<file path="config.mk">
export PLATFORM = sky130hd
export DESIGN_NAME = ist_slave
export DESIGN_NICKNAME = d
export VERILOG_FILES = /design/src/shared/ist_pkg.sv /design/src/ist_slave.sv
export VERILOG_INCLUDE_DIRS = /design/src /design/src/shared
export SDC_FILE = /design/constraint.sdc
export NUM_CORES = 1
export LEC_CHECK = 0
export BUFFER_PORTS_ARGS = -buffer_cell sky130_fd_sc_hd__buf_4
export CAP_MARGIN = 20
export CELL_PAD_IN_SITES_DETAIL_PLACEMENT = 1
export CELL_PAD_IN_SITES_GLOBAL_PLACEMENT = 1
export CORE_MARGIN = 2
export CORE_UTILIZATION = 44
export CTS_BUF_LIST = sky130_fd_sc_hd__clkbuf_8
export DETAILED_ROUTE_END_ITERATION = 16
export PLACE_DENSITY = 0.92
export SKIP_CTS_REPAIR_TIMING = 1
export SLEW_MARGIN = 20
export SYNTH_ARGS = -nofsm -noshare
export SYNTH_HDL_FRONTEND = slang
export SYNTH_SLANG_ARGS = --single-unit
export TNS_END_PERCENT = 100
</file>
<file path="constraint.sdc">
create_clock -name clk -period 4.1 [get_ports clk]
set_input_delay 0.82 -clock clk [delete_from_list [all_inputs] [get_ports clk]]
set_output_delay 0.82 -clock clk [all_outputs]
set_load 0.005 [all_outputs]
</file>
<file path="src/shared/ist_map.svh">
`ifndef IST_MAP_SVH
`define IST_MAP_SVH
`define IST_OFS_DATA   8'h00
`define IST_OFS_ADDR   8'h04
`define IST_OFS_CTRL0  8'h08
`define IST_OFS_CTRL1  8'h0c
`define IST_OFS_TOC    8'h10
`define IST_TOC_EN     7
`define IST_TOC_FLAG   6
`define IST_C1_RX_ACK_FLAG    0
`define IST_C1_SRW     2
`define IST_C1_TX_ACK_BIT    3
`define IST_C1_HTX     4
`define IST_C1_HBB     5
`define IST_C1_ADDR_MATCH_FLAG    6
`define IST_C0_EN      0
`define IST_RST_REG    8'h00
`define IST_SUB_DIV    32
`define IST_BYTE_BITS  4'h8
`define IST_RESP_OKAY  2'b00
`define IST_RESP_SLV   2'b10
`endif

</file>
<file path="src/shared/ist_pkg.sv">
package ist_pkg;
  typedef enum logic [3:0] {
    IST_IDLE      = 4'b0000,
    IST_ADDR      = 4'b0001,
    IST_ADDR_ACK  = 4'b0011,
    IST_HOLD      = 4'b0010,
    IST_TX        = 4'b0110,
    IST_TX_ACK    = 4'b0111,
    IST_RX        = 4'b0101,
    IST_RX_ACK    = 4'b0100,
    IST_WAIT_STOP = 4'b1100
  } ist_state_type;

  typedef struct packed {
    logic        awvalid;
    logic [7:0]  awaddr;
    logic        wvalid;
    logic [31:0] wdata;
    logic [3:0]  wstrb;
    logic        bready;
    logic        arvalid;
    logic [7:0]  araddr;
    logic        rready;
  } ist_axi_req_type;

  typedef struct packed {
    logic        awready;
    logic        wready;
    logic        bvalid;
    logic [1:0]  bresp;
    logic        arready;
    logic        rvalid;
    logic [31:0] rdata;
    logic [1:0]  rresp;
  } ist_axi_rsp_type;

  typedef struct packed {
    logic [2:0]    scl_s;
    logic [2:0]    sda_s;
    logic [2:0]    sub_s;
    logic          scl_q;
    logic          sda_q;
    logic          sub_q;
    ist_state_type st;
    logic [7:0]    shift;
    logic [3:0]    bitcnt;
    logic [7:0]    data_reg;
    logic [6:0]    own_addr;
    logic [7:0]    ctrl0;
    logic          tx_ack_bit;
    logic          slave_tx_select;
    logic          master_read_flag;
    logic          rx_ack_flag;
    logic          bus_busy_flag;
    logic          addr_match_flag;
    logic          to_en;
    logic          to_flag;
    logic [5:0]    to_sel;
    logic          to_run;
    logic [6:0]    to_cnt;
    logic [4:0]    sub_div;
    logic          scl_oe_n;
    logic          sda_oe_n;
    logic          irq;
    ist_axi_rsp_type rsp;
  } ist_state_all_type;
endpackage

</file>
<file path="src/ist_slave.sv">
`include "ist_map.svh"
// Function
// RULE_01 - data bytes are eight bits, msb first, only after own address is acked
// RULE_02 - receiver drives low acknowledge after eight data bits
// RULE_03 - transmitter releases sda when master gives no acknowledge
// RULE_04 - received bytes land in data register; transmit bytes come from it
// RULE_05 - receiving slave drives its transmit-acknowledge bit on ninth clock
// RULE_06 - transmitter samples master ack; sends more only on ack, else waits stop
// RULE_07 - after address match scl held until data write or dummy read
// RULE_08 - time-out counter starts on address match, cleared by scl falling edge
// RULE_09 - time-out occurs when gap since last scl fall exceeds period
// RULE_10 - time-out monitoring stops on stop condition
// RULE_11 - on overflow counter halts, enable clears, flag sets
// RULE_12 - time-out raises the shared i2c interrupt
// RULE_13 - time-out resets slave logic and control register 1 only
// RULE_14 - time-out flag stays set until software clears it
// RULE_15 - period is (field+1) times 32 sub-clock cycles, tick is sub clock / 32
// RULE_16 - enable at bit 7, flag at bit 6, both reset to zero
// RULE_17 - counter advances only while time-out enable is set
// RULE_18 - seven address bits msb first compared with own address; match flags
// RULE_19 - eighth bit captured as master read flag
// RULE_20 - matching address acknowledged low on ninth bit
// RULE_21 - start is sda falling while scl high
module ist_slave (
  input  wire logic                 clk,
  input  wire logic                 rst,
  input  wire ist_pkg::ist_axi_req_type axi_req,
  output      ist_pkg::ist_axi_rsp_type axi_rsp,
  input  wire logic                 scl_i,
  output      logic                 scl_o,
  output      logic                 scl_oe_n,
  input  wire logic                 sda_i,
  output      logic                 sda_o,
  output      logic                 sda_oe_n,
  input  wire logic                 low_speed_clock,
  output      logic                 i2c_irq
);
  import ist_pkg::*;

  ist_state_all_type s;
  ist_state_all_type next_s;

  logic       scl_n;
  logic       sda_n;
  logic       sub_n;
  logic       scl_rise;
  logic       scl_fall;
  logic       start_ev;
  logic       stop_ev;
  logic       tick;
  logic       wr;
  logic       rd;
  logic [7:0] wa;
  logic [7:0] ra;
  logic [7:0] wb;
  logic       wr_data;
  logic       rd_data;

  always_comb begin
    next_s = s;
    next_s.irq = 1'b0;
    // pin synchronisers, level moves once stages two and three agree
    next_s.scl_s = {s.scl_s[1:0], scl_i};
    next_s.sda_s = {s.sda_s[1:0], sda_i};
    next_s.sub_s = {s.sub_s[1:0], low_speed_clock};
    scl_n = (s.scl_s[1] == s.scl_s[2]) ? s.scl_s[2] : s.scl_q;
    sda_n = (s.sda_s[1] == s.sda_s[2]) ? s.sda_s[2] : s.sda_q;
    sub_n = (s.sub_s[1] == s.sub_s[2]) ? s.sub_s[2] : s.sub_q;
    next_s.scl_q = scl_n;
    next_s.sda_q = sda_n;
    next_s.sub_q = sub_n;
    scl_rise = scl_n & ~s.scl_q;
    scl_fall = ~scl_n & s.scl_q;
    start_ev = s.scl_q & scl_n & s.sda_q & ~sda_n; // [RULE_21]
    stop_ev  = s.scl_q & scl_n & ~s.sda_q & sda_n;
    // sub clock divided by 32 gives the time-out tick
    tick = 1'b0;
    if (sub_n & ~s.sub_q) begin
      next_s.sub_div = s.sub_div + 5'h01;
      tick = (s.sub_div == 5'(`IST_SUB_DIV - 1)); // [RULE_15]
    end

    // axi4-lite slave: both address and data taken in one cycle
    wr = s.rsp.awready & s.rsp.wready & axi_req.awvalid & axi_req.wvalid;
    rd = s.rsp.arready & axi_req.arvalid;
    wa = {axi_req.awaddr[7:2], 2'b00};
    ra = {axi_req.araddr[7:2], 2'b00};
    wb = axi_req.wdata[7:0];
    wr_data = wr & axi_req.wstrb[0] & (wa == `IST_OFS_DATA);
    rd_data = rd & (ra == `IST_OFS_DATA);
    next_s.rsp.awready = 1'b0;
    next_s.rsp.wready = 1'b0;
    next_s.rsp.arready = 1'b0;
    if (axi_req.awvalid & axi_req.wvalid & ~s.rsp.awready & ~s.rsp.bvalid) begin
      next_s.rsp.awready = 1'b1;
      next_s.rsp.wready = 1'b1;
    end
    if (s.rsp.bvalid & axi_req.bready) begin
      next_s.rsp.bvalid = 1'b0;
    end
    if (axi_req.arvalid & ~s.rsp.arready & ~s.rsp.rvalid) begin
      next_s.rsp.arready = 1'b1;
    end
    if (s.rsp.rvalid & axi_req.rready) begin
      next_s.rsp.rvalid = 1'b0;
    end
    if (wr) begin
      next_s.rsp.bvalid = 1'b1;
      next_s.rsp.bresp = `IST_RESP_OKAY;
      if (axi_req.wstrb[0]) begin
        case (wa)
          `IST_OFS_DATA:  next_s.data_reg = wb; // [RULE_04]
          `IST_OFS_ADDR:  next_s.own_addr = wb[6:0];
          `IST_OFS_CTRL0: next_s.ctrl0 = wb;
          `IST_OFS_CTRL1: begin
            next_s.slave_tx_select = wb[`IST_C1_HTX];
            next_s.tx_ack_bit = wb[`IST_C1_TX_ACK_BIT];
          end
          `IST_OFS_TOC: begin
            next_s.to_en = wb[`IST_TOC_EN]; // [RULE_16]
            next_s.to_sel = wb[5:0];
            if (!wb[`IST_TOC_FLAG]) begin
              next_s.to_flag = 1'b0; // [RULE_14]
            end
          end
          default: next_s.rsp.bresp = `IST_RESP_SLV;
        endcase
      end
    end
    if (rd) begin
      next_s.rsp.rvalid = 1'b1;
      next_s.rsp.rresp = `IST_RESP_OKAY;
      case (ra)
        `IST_OFS_DATA:  next_s.rsp.rdata = {24'h000000, s.data_reg};
        `IST_OFS_ADDR:  next_s.rsp.rdata = {25'h0000000, s.own_addr};
        `IST_OFS_CTRL0: next_s.rsp.rdata = {24'h000000, s.ctrl0};
        `IST_OFS_CTRL1: next_s.rsp.rdata = {25'h0000000, s.addr_match_flag, s.bus_busy_flag, s.slave_tx_select,
                                            s.tx_ack_bit, s.master_read_flag, 1'b0, s.rx_ack_flag};
        `IST_OFS_TOC:   next_s.rsp.rdata = {24'h000000, s.to_en, s.to_flag, s.to_sel};
        default: begin
          next_s.rsp.rdata = 32'h00000000;
          next_s.rsp.rresp = `IST_RESP_SLV;
        end
      endcase
    end

    // bus protocol engine
    case (s.st)
      IST_IDLE: ;
      IST_ADDR: begin
        if (scl_rise) begin
          next_s.shift = {s.shift[6:0], sda_n}; // [RULE_18]
          next_s.bitcnt = s.bitcnt + 4'h1;
        end else if (scl_fall && s.bitcnt == `IST_BYTE_BITS) begin
          if (s.shift[7:1] == s.own_addr) begin
            next_s.addr_match_flag = 1'b1; // [RULE_18]
            next_s.master_read_flag = s.shift[0]; // [RULE_19]
            next_s.sda_oe_n = 1'b0; // [RULE_20]
            next_s.to_run = 1'b1; // [RULE_08]
            next_s.to_cnt = 7'h00;
            next_s.irq = 1'b1;
            next_s.st = IST_ADDR_ACK;
          end else begin
            next_s.st = IST_WAIT_STOP;
          end
        end
      end
      IST_ADDR_ACK: begin
        if (scl_fall) begin
          next_s.sda_oe_n = 1'b1;
          next_s.scl_oe_n = 1'b0; // [RULE_07]
          next_s.st = IST_HOLD;
        end
      end
      IST_HOLD: begin
        if (s.slave_tx_select && wr_data) begin
          next_s.shift = wb; // [RULE_01]
          next_s.sda_oe_n = wb[7];
          next_s.bitcnt = 4'h0;
          next_s.scl_oe_n = 1'b1; // [RULE_07]
          next_s.st = IST_TX;
        end else if (!s.slave_tx_select && rd_data) begin
          next_s.bitcnt = 4'h0;
          next_s.scl_oe_n = 1'b1; // [RULE_07]
          next_s.st = IST_RX;
        end
      end
      IST_TX: begin
        if (scl_fall) begin
          if (s.bitcnt == 4'h7) begin
            next_s.sda_oe_n = 1'b1;
            next_s.st = IST_TX_ACK;
          end else begin
            next_s.shift = {s.shift[6:0], 1'b0}; // [RULE_01]
            next_s.sda_oe_n = s.shift[6];
            next_s.bitcnt = s.bitcnt + 4'h1;
          end
        end
      end
      IST_TX_ACK: begin
        if (scl_rise) begin
          next_s.rx_ack_flag = sda_n; // [RULE_06]
        end else if (scl_fall) begin
          next_s.irq = 1'b1;
          if (!s.rx_ack_flag) begin
            next_s.scl_oe_n = 1'b0; // [RULE_06]
            next_s.st = IST_HOLD;
          end else begin
            next_s.st = IST_WAIT_STOP; // [RULE_03]
          end
        end
      end
      IST_RX: begin
        if (scl_rise) begin
          next_s.shift = {s.shift[6:0], sda_n}; // [RULE_01]
          next_s.bitcnt = s.bitcnt + 4'h1;
        end else if (scl_fall && s.bitcnt == `IST_BYTE_BITS) begin
          next_s.data_reg = s.shift; // [RULE_04]
          next_s.sda_oe_n = s.tx_ack_bit; // [RULE_05] [RULE_02]
          next_s.irq = 1'b1;
          next_s.st = IST_RX_ACK;
        end
      end
      IST_RX_ACK: begin
        if (scl_fall) begin
          next_s.sda_oe_n = 1'b1;
          next_s.bitcnt = 4'h0;
          next_s.st = IST_RX;
        end
      end
      IST_WAIT_STOP: next_s.sda_oe_n = 1'b1; // [RULE_03]
      default: next_s.st = IST_IDLE;
    endcase

    if (start_ev) begin
      next_s.st = IST_ADDR;
      next_s.bitcnt = 4'h0;
      next_s.bus_busy_flag = 1'b1;
      next_s.addr_match_flag = 1'b0;
      next_s.sda_oe_n = 1'b1;
      next_s.scl_oe_n = 1'b1;
    end else if (stop_ev) begin
      next_s.st = IST_IDLE;
      next_s.bus_busy_flag = 1'b0;
      next_s.addr_match_flag = 1'b0;
      next_s.to_run = 1'b0; // [RULE_10]
      next_s.sda_oe_n = 1'b1;
      next_s.scl_oe_n = 1'b1;
    end
    if (!s.ctrl0[`IST_C0_EN]) begin
      next_s.st = IST_IDLE;
      next_s.to_run = 1'b0;
      next_s.sda_oe_n = 1'b1;
      next_s.scl_oe_n = 1'b1;
    end

    // time-out monitor
    if (scl_fall) begin
      next_s.to_cnt = 7'h00; // [RULE_08]
      // prescaler restarts too, so a full period must pass after each fall
      next_s.sub_div = 5'h00; // [RULE_09]
    end else if (s.to_run && s.to_en && tick) begin // [RULE_17]
      if (s.to_cnt >= {1'b0, s.to_sel}) begin // [RULE_09] [RULE_15]
        next_s.to_run = 1'b0; // [RULE_11]
        next_s.to_en = 1'b0; // [RULE_11]
        next_s.to_flag = 1'b1; // [RULE_11] [RULE_14]
        next_s.irq = 1'b1; // [RULE_12]
        next_s.st = IST_IDLE; // [RULE_13]
        next_s.sda_oe_n = 1'b1;
        next_s.scl_oe_n = 1'b1;
        next_s.tx_ack_bit = 1'b0;
        next_s.slave_tx_select = 1'b0;
        next_s.master_read_flag = 1'b0;
        next_s.rx_ack_flag = 1'b0;
        next_s.bus_busy_flag = 1'b0;
        next_s.addr_match_flag = 1'b0;
        next_s.bitcnt = 4'h0;
      end else begin
        next_s.to_cnt = s.to_cnt + 7'h01;
      end
    end
  end

  always_ff @(posedge clk or posedge rst) begin
    if (rst) begin
      s <= '0;
      s.scl_s <= 3'h7;
      s.sda_s <= 3'h7;
      s.scl_q <= 1'b1;
      s.sda_q <= 1'b1;
      s.st <= IST_IDLE;
      s.ctrl0 <= `IST_RST_REG;
      s.scl_oe_n <= 1'b1;
      s.sda_oe_n <= 1'b1;
    end else begin
      s <= next_s;
    end
  end

  assign axi_rsp  = s.rsp;
  assign scl_oe_n = s.scl_oe_n;
  assign sda_oe_n = s.sda_oe_n;
  assign scl_o    = 1'b0;
  assign sda_o    = 1'b0;
  assign i2c_irq  = s.irq;
endmodule // ist_slave

</file>
# After elaboration in Yosys (flattened, before gate mapping)
# Index checks and enable logic that the tools add are counted.
# W data, S select, Z words.
totals:
  latch_bits: 0
  ff_bits: 122
  ram_bits: 0
  inputBits: 62
  memories: 0
  romBits: 0
classes:
  mux: 115
  magnitude_cmp: 1
  add_sub_neg: 3
  reduce_logical: 21
  n_eq_ne: 27
  n_mul: 0
  div: 0
  n_bitwise: 31
  n_shift: 0
ops:
  columns: ["cell", "n"]
  rows:
  - ["$mux W8", 17]
  - ["$mux W4", 26]
  - ["$mux W25", 2]
  - ["$pmux W8 S5", 1]
  - ["$mux W35", 1]
  - ["$mux W1", 34]
  - ["$mux W2", 16]
  - ["$pmux W4 S8", 1]
  - ["$eq A6 B2 Y1 const B", 4]
  - ["$mux W12", 2]
  - ["$pmux W8 S3", 1]
  - ["$and A1 B1 Y1", 22]
  - ["$mux W7", 3]
  - ["$eq A4 B3 Y1 const B", 5]
  - ["$mux W16", 1]
  - ["$pmux W4 S4", 1]
  - ["$eq A6 B1 Y1 const B", 2]
  - ["$eq A6 B3 Y1 const B", 2]
  - ["$logic_not A6 Y1", 2]
  - ["$mux W3", 4]
  - ["$mux W5", 2]
  - ["$reduce_or A5 Y1", 2]
  - ["$not A1 Y1", 9]
  - ["$reduce_and A3 Y1", 3]
  - ["other kinds (21)", 35]

# Logic depth before layout (Yosys ltp)
# Gate-level depths: netlist of run 1.
depth:
  word_depth: 14
  depth_mapped: 8
  depth_no_buf: 8

# Worst setup path after synthesis of run 1
# Ideal clock, no wire load.
synth_timing:
  path_type: "in2reg"
  from: "in axi_req[53] in the netlist's numbering"
  to: "reg s[98] in the netlist's numbering"
  arrival_ns: 2.688
  required_time_ns: 4.027
  stages: 7
  setup_ns: 0.073
  setup_slack_ns: 1.339
  cell_sequence: "or4_4 > or4_4 > or2_4 > a221oi_4 > buf_6 > nor2_1 > a21oi_2"
synth_between:
  elab_chain_len: 5
synth_rtl:
  columns: ["element", "line_no", "text"]
  rows:
  - ["start: declaration", "ist_slave.sv:27", "input wire ist_pkg::ist_axi_req_type axi_req,"]
  - ["$logic_not A6 Y1", null, null]
  - ["$and A1 B1 Y1", "ist_slave.sv:89", "wr_data = wr & axi_req.wstrb[0] & (wa == `IST_OFS_DATA);"]
  - ["$logic_and A1 B1 Y1", "ist_slave.sv:176", "if (s.slave_tx_select && wr_data) begin"]
  - ["$ne A2 B2 Y1 (no source line)", null, null]
  - ["$reduce_and A5 Y1 (no source line)", null, null]
  - ["end signal: assignment", "ist_slave.sv:296", "s <= next_s;"]
  - ["end: declaration", "ist_slave.sv:40", "ist_state_all_type s;"]
# No other way between the ends.
# A chain may end at the register's enable or synchronous reset.

# Worst setup path in the final report of run 1
layout_timing:
  from: "in axi_req[53] in the netlist's numbering"
  to: "reg s[103] in the netlist's numbering"
# Same word-level chain as after synthesis.

==> results.toml, run 1 <==
[worst_setup_path]
path_cells = "buf_4, or4_4, or4_4, or2_4, a221oi_4, nor2_1, a21oi_1"
ff2ff_path_depth = 4
critPathKind = "input port to flip-flop"
endpoint_kind = "flip-flop"
regToRegEndpoint = "s[92]"
crit_fanout = 16
endpoint = "s[103]"
cp-startpoint = "axi_req[53]"
reg2reg_slack_ns = 1.37
cp_slowest_cell = "a221oi_4"
startpoint_type = "input port"
cp_common_cell = "or4_4"
crit_arrival_ns = 3.06
required_ns = 4.40
r2r-start = "s[112]"
cpPeakStageDelay_ns = 0.60

[synthesis]
ys_seq_elements = 95
synth_fa_ha_area_frac = 0.0327
yosys-top-cells-area = "dfrtp_1, buf_4, mux2_2"
synthArstFlopShare = 1.00
ys_warn_count = 0
yosys_most_used_dff = "dfrtp_1"
synth-seq-area-share = 0.467
yosys.area_share.simple = 0.161
synth_top_family_by_area = "simple AND/OR/NAND/NOR gates"
yosys-mux-area-fraction = 0.0946
synth-edff-count = 0
synth_compound_area_frac = 0.130
synth.top_cell.area_share = 0.415
syn_inst = 504
synth_top_cell_by_area = "dfrtp_1"
syn_avg_cell_area_sq_um = 10.2
synth-xor-area-share = 0.0257
synthesis.area_sq_mm = 0.00512
synth_commonest_cells = "dfrtp_1, nor2_1, nand2_1"
yosysMostFrequentCell = "dfrtp_1"
synth_cell_types = 63

[timing]
setup_viol = 0
period_needed_ns = 2.77
hold_viol = 0
fmax_mhz = 361
tns_ns = 0
skew_ns = 0.0140
fin_crit_sh = 0.675
timing.final.max_slew_violations = 0
rsz0062_at_grt = "no"
tightest_slew_ns = 0.949
max_slew_margin = 0.364

[cells_and_area]
fillers = 1280
multi_input_area_sq_mm = 0.00238
fin_area_sq_mm = 0.00561
drive_above_1_share = 0.212
antennaDiodeCount = 0
final_nets = 607
seqCellArea_sq_mm = 0.00239
area_growth_pct = 9.60

[routing]
routedWlPerCell_um = 19.6
drtAntennaViolNets = 0
drcViolationCount = 0
drt_iter0_markers = 255
first_pass_iters = 5
vias_per_cell = 5.75
route.vias.total = 3913
wl_mm = 13.3

[clock_network]
cts.reportedPaths.clkPinSlew_ns = 0.09
cts_sinks = 95
root_buffer = "clkbuf_8"
cts_buffer_depth = 2
cts_inserted_buffers = 9
cts_max_level = 3
insertion_delay_ns = 0.38
cts_tree = "done"

[die]
core_area_sq_mm = 0.0114
dieWidth_um = 112
dieArea_sq_mm = 0.0125
die_height_um = 112
io_pins = 108
start_util = 0.450
num_rows = 39

[power_and_ir_drop]
p_per_area_mw_per_mm2 = 333
power.leakage_nw = 2.61
peakVddDrop_uv = 192

[placed_design]
io_buffers = 48
place_area_sq_mm = 0.00540
dp_hpwl_mm = 9.89
gp_congestion = 0.874

[run]
max_cap_viol_count = 0

[min_path]
hold_path.class = "flip-flop to flip-flop"

[grt]
gr-total-overflow = 0
grt_pass1_vias = 4332
antenna_found_initial = 0
grt_max_degree = 84
grt_pass1_wl_mm = 22.1
grt_usage = 0.222

[outcome]
status = "completed"
[logic make-up (layout without fill, tap and decap cells)]
| family | Yosys count | in the layout |
|---|---|---|
| DFF | 95 | 95 |
| muxes | 45 | 45 |
| buffers and inverters | 76 | 82 |
| adders and majority gates | 14 | 14 |
| other | 1 | 28 |
| xor gates and xnor gates | 15 | 15 |
| AOI/OAI and AO/OA | 95 | 95 |
| and+or+nand+nor | 163 | 163 |
[power by group]
group          internal [W]  switching (W)  leakage [nW]
sequential         0.000981      0.0000399          1.22
clock              0.000353       0.000324         0.110
combinational     0.0000753      0.0000953          1.28
total               0.00141       0.000459          2.61
[worst min path at each step]
stage	from	slack, ns	cells past startpoint	endpoint
2_1_floorplan	next_s[114]	0.33	0	next_s[115]
3_3_place_gp	next_s[114]	0.34	0	next_s[115]
3_5_place_dp	next_s[120]	0.35	0	next_s[121]
4_1_cts	next_s[120]	0.36	0	next_s[121]
5_1_grt	next_s[117]	0.37	0	next_s[118]
6_report	next_s[120]	0.36	0	next_s[121]
[placed cells by master (no fill, tap or decap), types with 3 or more instances in the layout]
cell type,instances
a211oi_1,6
a21o_1,3
a21oi_1,19
a222oi_1,7
a22o_1,7
a22oi_1,9
a31oi_1,5
buf_4,52
clkbuf_8,10
conb_1,28
dfrtp_1,85
dfstp_2,10
ha_1,11
inv_1,16
maj3_1,3
mux2_2,27
mux2i_1,18
nand2_1,47
nand2b_1,5
nand3_1,7
nand3b_1,5
nand4_1,7
nor2_1,48
nor2b_1,3
nor3_1,9
nor3b_1,3
nor4_1,4
o21ai_0,21
o31ai_1,3
or3_1,5
xnor2_1,6
xor2_1,9
[layout make-up]
type	count	area share
repair buffers	52	0.0695
multi-input cells	360	0.424
well taps	143	0.0319
flip-flops and latches	95	0.426
clock inverters	4	0.0129
clock buffers	10	0.0245
inverters	16	0.0116
[metrics by stage]
step            util  power [W]  hold WS, ns  cells  worst slack (ns)
2_1_floorplan      -    0.00116        0.331    531             0.820
3_3_place_gp   0.475    0.00120        0.339    666              1.00
3_5_place_dp   0.475    0.00121        0.348    666             0.943
4_1_cts        0.493    0.00189        0.360    680              1.34
5_1_grt        0.494    0.00195        0.369    680              1.17
6_report       0.494    0.00187        0.358    680              1.33
[critical path, delay by kind of cell]
| family | cells | cell delay (ns) |
|---|---|---|
| AO/OA/AOI/OAI | 2 | 0.76 |
| buffers and inverters | 1 | 0.11 |
| AND/OR/NAND/NOR | 4 | 1.37 |
[metal layers]
metal  GRT usage  wire, um  up-vias  share of wire
met5           0         0        -              0
met4      0.0757       284        0          0.021
met3      0.0626       914       34          0.069
met2       0.378      6620      145           0.50
met1       0.271      5490     1951           0.41
li1            -         -     1783              -
[registers in the layout, summed over array words and instances, names as in the netlist]
register and count:
sda_oe_n 1, next_s 6, scl_oe_n 1, axi_rsp 14
i2c_irq 1, s 72
No activity file was read; power rests on OpenSTA's default activity.
==> inputs of run 2 (changes only) <==
Clock period 4.1 ns to 2.7 ns, I/O delays scaled along.
==> results.toml, run 2 (synthesis results as in run 1) <==
[cells_and_area]
mostFrequentLayoutCell = "dfrtp_1"
regMostFlops = "s"
fin_area_sq_mm = 0.00570
antennaDiodeCount = 0
fillers = 1299
final_cell_mix = "dfrtp_1, buf_4, nor2_1, nand2_1, conb_1"
final_nets = 621
area_growth_pct = 11.4
drive_above_1_share = 0.236
largest_reg_flops = 72

[die]
num_rows = 39
dieWidth_um = 112
start_util = 0.450
core_area_sq_mm = 0.0114
io_pins = 108
die_height_um = 112
dieArea_sq_mm = 0.0125

[clock_network]
cts_sinks = 95
insertion_delay_ns = 0.38
cts_tree = "done"
cts_buffer_depth = 2
root_buffer = "clkbuf_8"
cts_max_level = 3
cts_inserted_buffers = 9
cts.reportedPaths.clkPinSlew_ns = 0.10

[worst_setup_path]
ff2ff_path_depth = 8
regToRegEndpoint = "s[109]"
reg2reg_slack_ns = 0.15
crit_fanout = 7
crit_family = "compound AO/OA/AOI/OAI gates"
startpoint_type = "flip-flop"
crit_arrival_ns = 2.84
cp_slowest_cell = "or3_1"
cpPeakStageDelay_ns = 0.53
required_ns = 2.99
endpoint_kind = "flip-flop"
cp_common_cell = "a21oi_1"
path_cells = "inv_1, ha_1, a211oi_1, nand2_1, a21oi_1, o21ai_1, or3_1, a21oi_1"
r2r-start = "s[62]"
crit_buf_inv = 1
critPathKind = "flip-flop to flip-flop"

[placed_design]
dp_hpwl_mm = 10.3
place_area_sq_mm = 0.00553
dpl_worst_slack_ns = 0.0400
io_buffers = 48
gp_congestion = 0.945

[power_and_ir_drop]
power.leakage_nw = 2.67
p_per_area_mw_per_mm2 = 475
power.total_w = 0.00271
peakVddDrop_uv = 306

[grt]
top_usage_layer = "met2"
gr-usage-met1 = 0.289
grt_use_met3 = 0.0457
grt_pass1_vias = 4418
grt_usage = 0.230
antenna_found_initial = 0
gr-total-overflow = 0
grt_max_degree = 44
met2_usage = 0.392
grt_pass1_wl_mm = 22.9

[routing]
route.vias.total = 4058
routedWlPerCell_um = 20.0
first_pass_iters = 5
drtAntennaViolNets = 0
drcViolationCount = 0
drt_iter0_markers = 255
wl_mm = 13.9
vias_per_cell = 5.84

[run]
max_cap_viol_count = 0

[timing]
setup_ws_ns = 0.147
setup_viol = 0
max_slew_margin = 0.481
period_needed_ns = 2.55
skew_ns = 0.0165
rsz0062_at_grt = "no"
timing.final.max_slew_violations = 0
tightest_slew_ns = 0.773
fmax_mhz = 392
hold_viol = 0
fin_crit_sh = 0.946
tns_ns = 0
whs_ns = 0.191

[min_path]
hold_path.class = "input port to asynchronous set/reset pin"

[outcome]
status = "completed"
==> run 2: worst max path at each step <==
stage           startpoint      to  slack (ns)  depth (start not counted)
6_report             s[62]  s[109]        0.15                          8
5_1_grt              s[62]  s[108]        0.06                          8
4_1_cts              s[62]  s[109]        0.23                          8
2_1_floorplan  axi_req[53]   s[98]        0.22                          7
3_5_place_dp   axi_req[53]  s[103]        0.04                          8
3_3_place_gp   axi_req[53]  s[104]        0.08                          8
==> run 2: power by group <==
group	total (W)	internal [W]	switching, W
registers	0.00155	0.00149	0.0000622
logic	0.000282	0.000125	0.000157
clock network	0.000874	0.000355	0.000519
==> run 2: metal layers <==
| layer | vias up | part of all wire |
|---|---|---|
| met5 | - | 0 |
| met4 | 0 | 0.027 |
| met3 | 38 | 0.065 |
| met2 | 162 | 0.50 |
| met1 | 2040 | 0.40 |
| li1 | 1818 | - |
==> run 2: stage by stage <==
step / util / cells
final: 0.502 / 695
after global routing: 0.502 / 695
after CTS: 0.502 / 695
after detailed placement: 0.487 / 680
after global placement: 0.487 / 680
after floorplan: - / 531
==> run 2: final cells by class <==
class                           instances  area (sq um)  area share
Multi-Input combinational cell        360          2380       0.417
Tap cell                              143           179      0.0314
Clock inverter                          5          35.0     0.00614
Inverter                               16          63.8      0.0112
Clock buffer                           10           138      0.0241
Timing Repair Buffer                   66           520      0.0912
Sequential cell                        95          2390       0.419
==> run 2: worst register-to-register path, cell delays in order, from the launching register on <==
cell and delay, ns:
dfrtp_1 0.41, inv_1 0.07, ha_1 0.31, a211oi_1 0.26
nand2_1 0.15, a21oi_1 0.26, o21ai_1 0.30, or3_1 0.53
a21oi_1 0.18
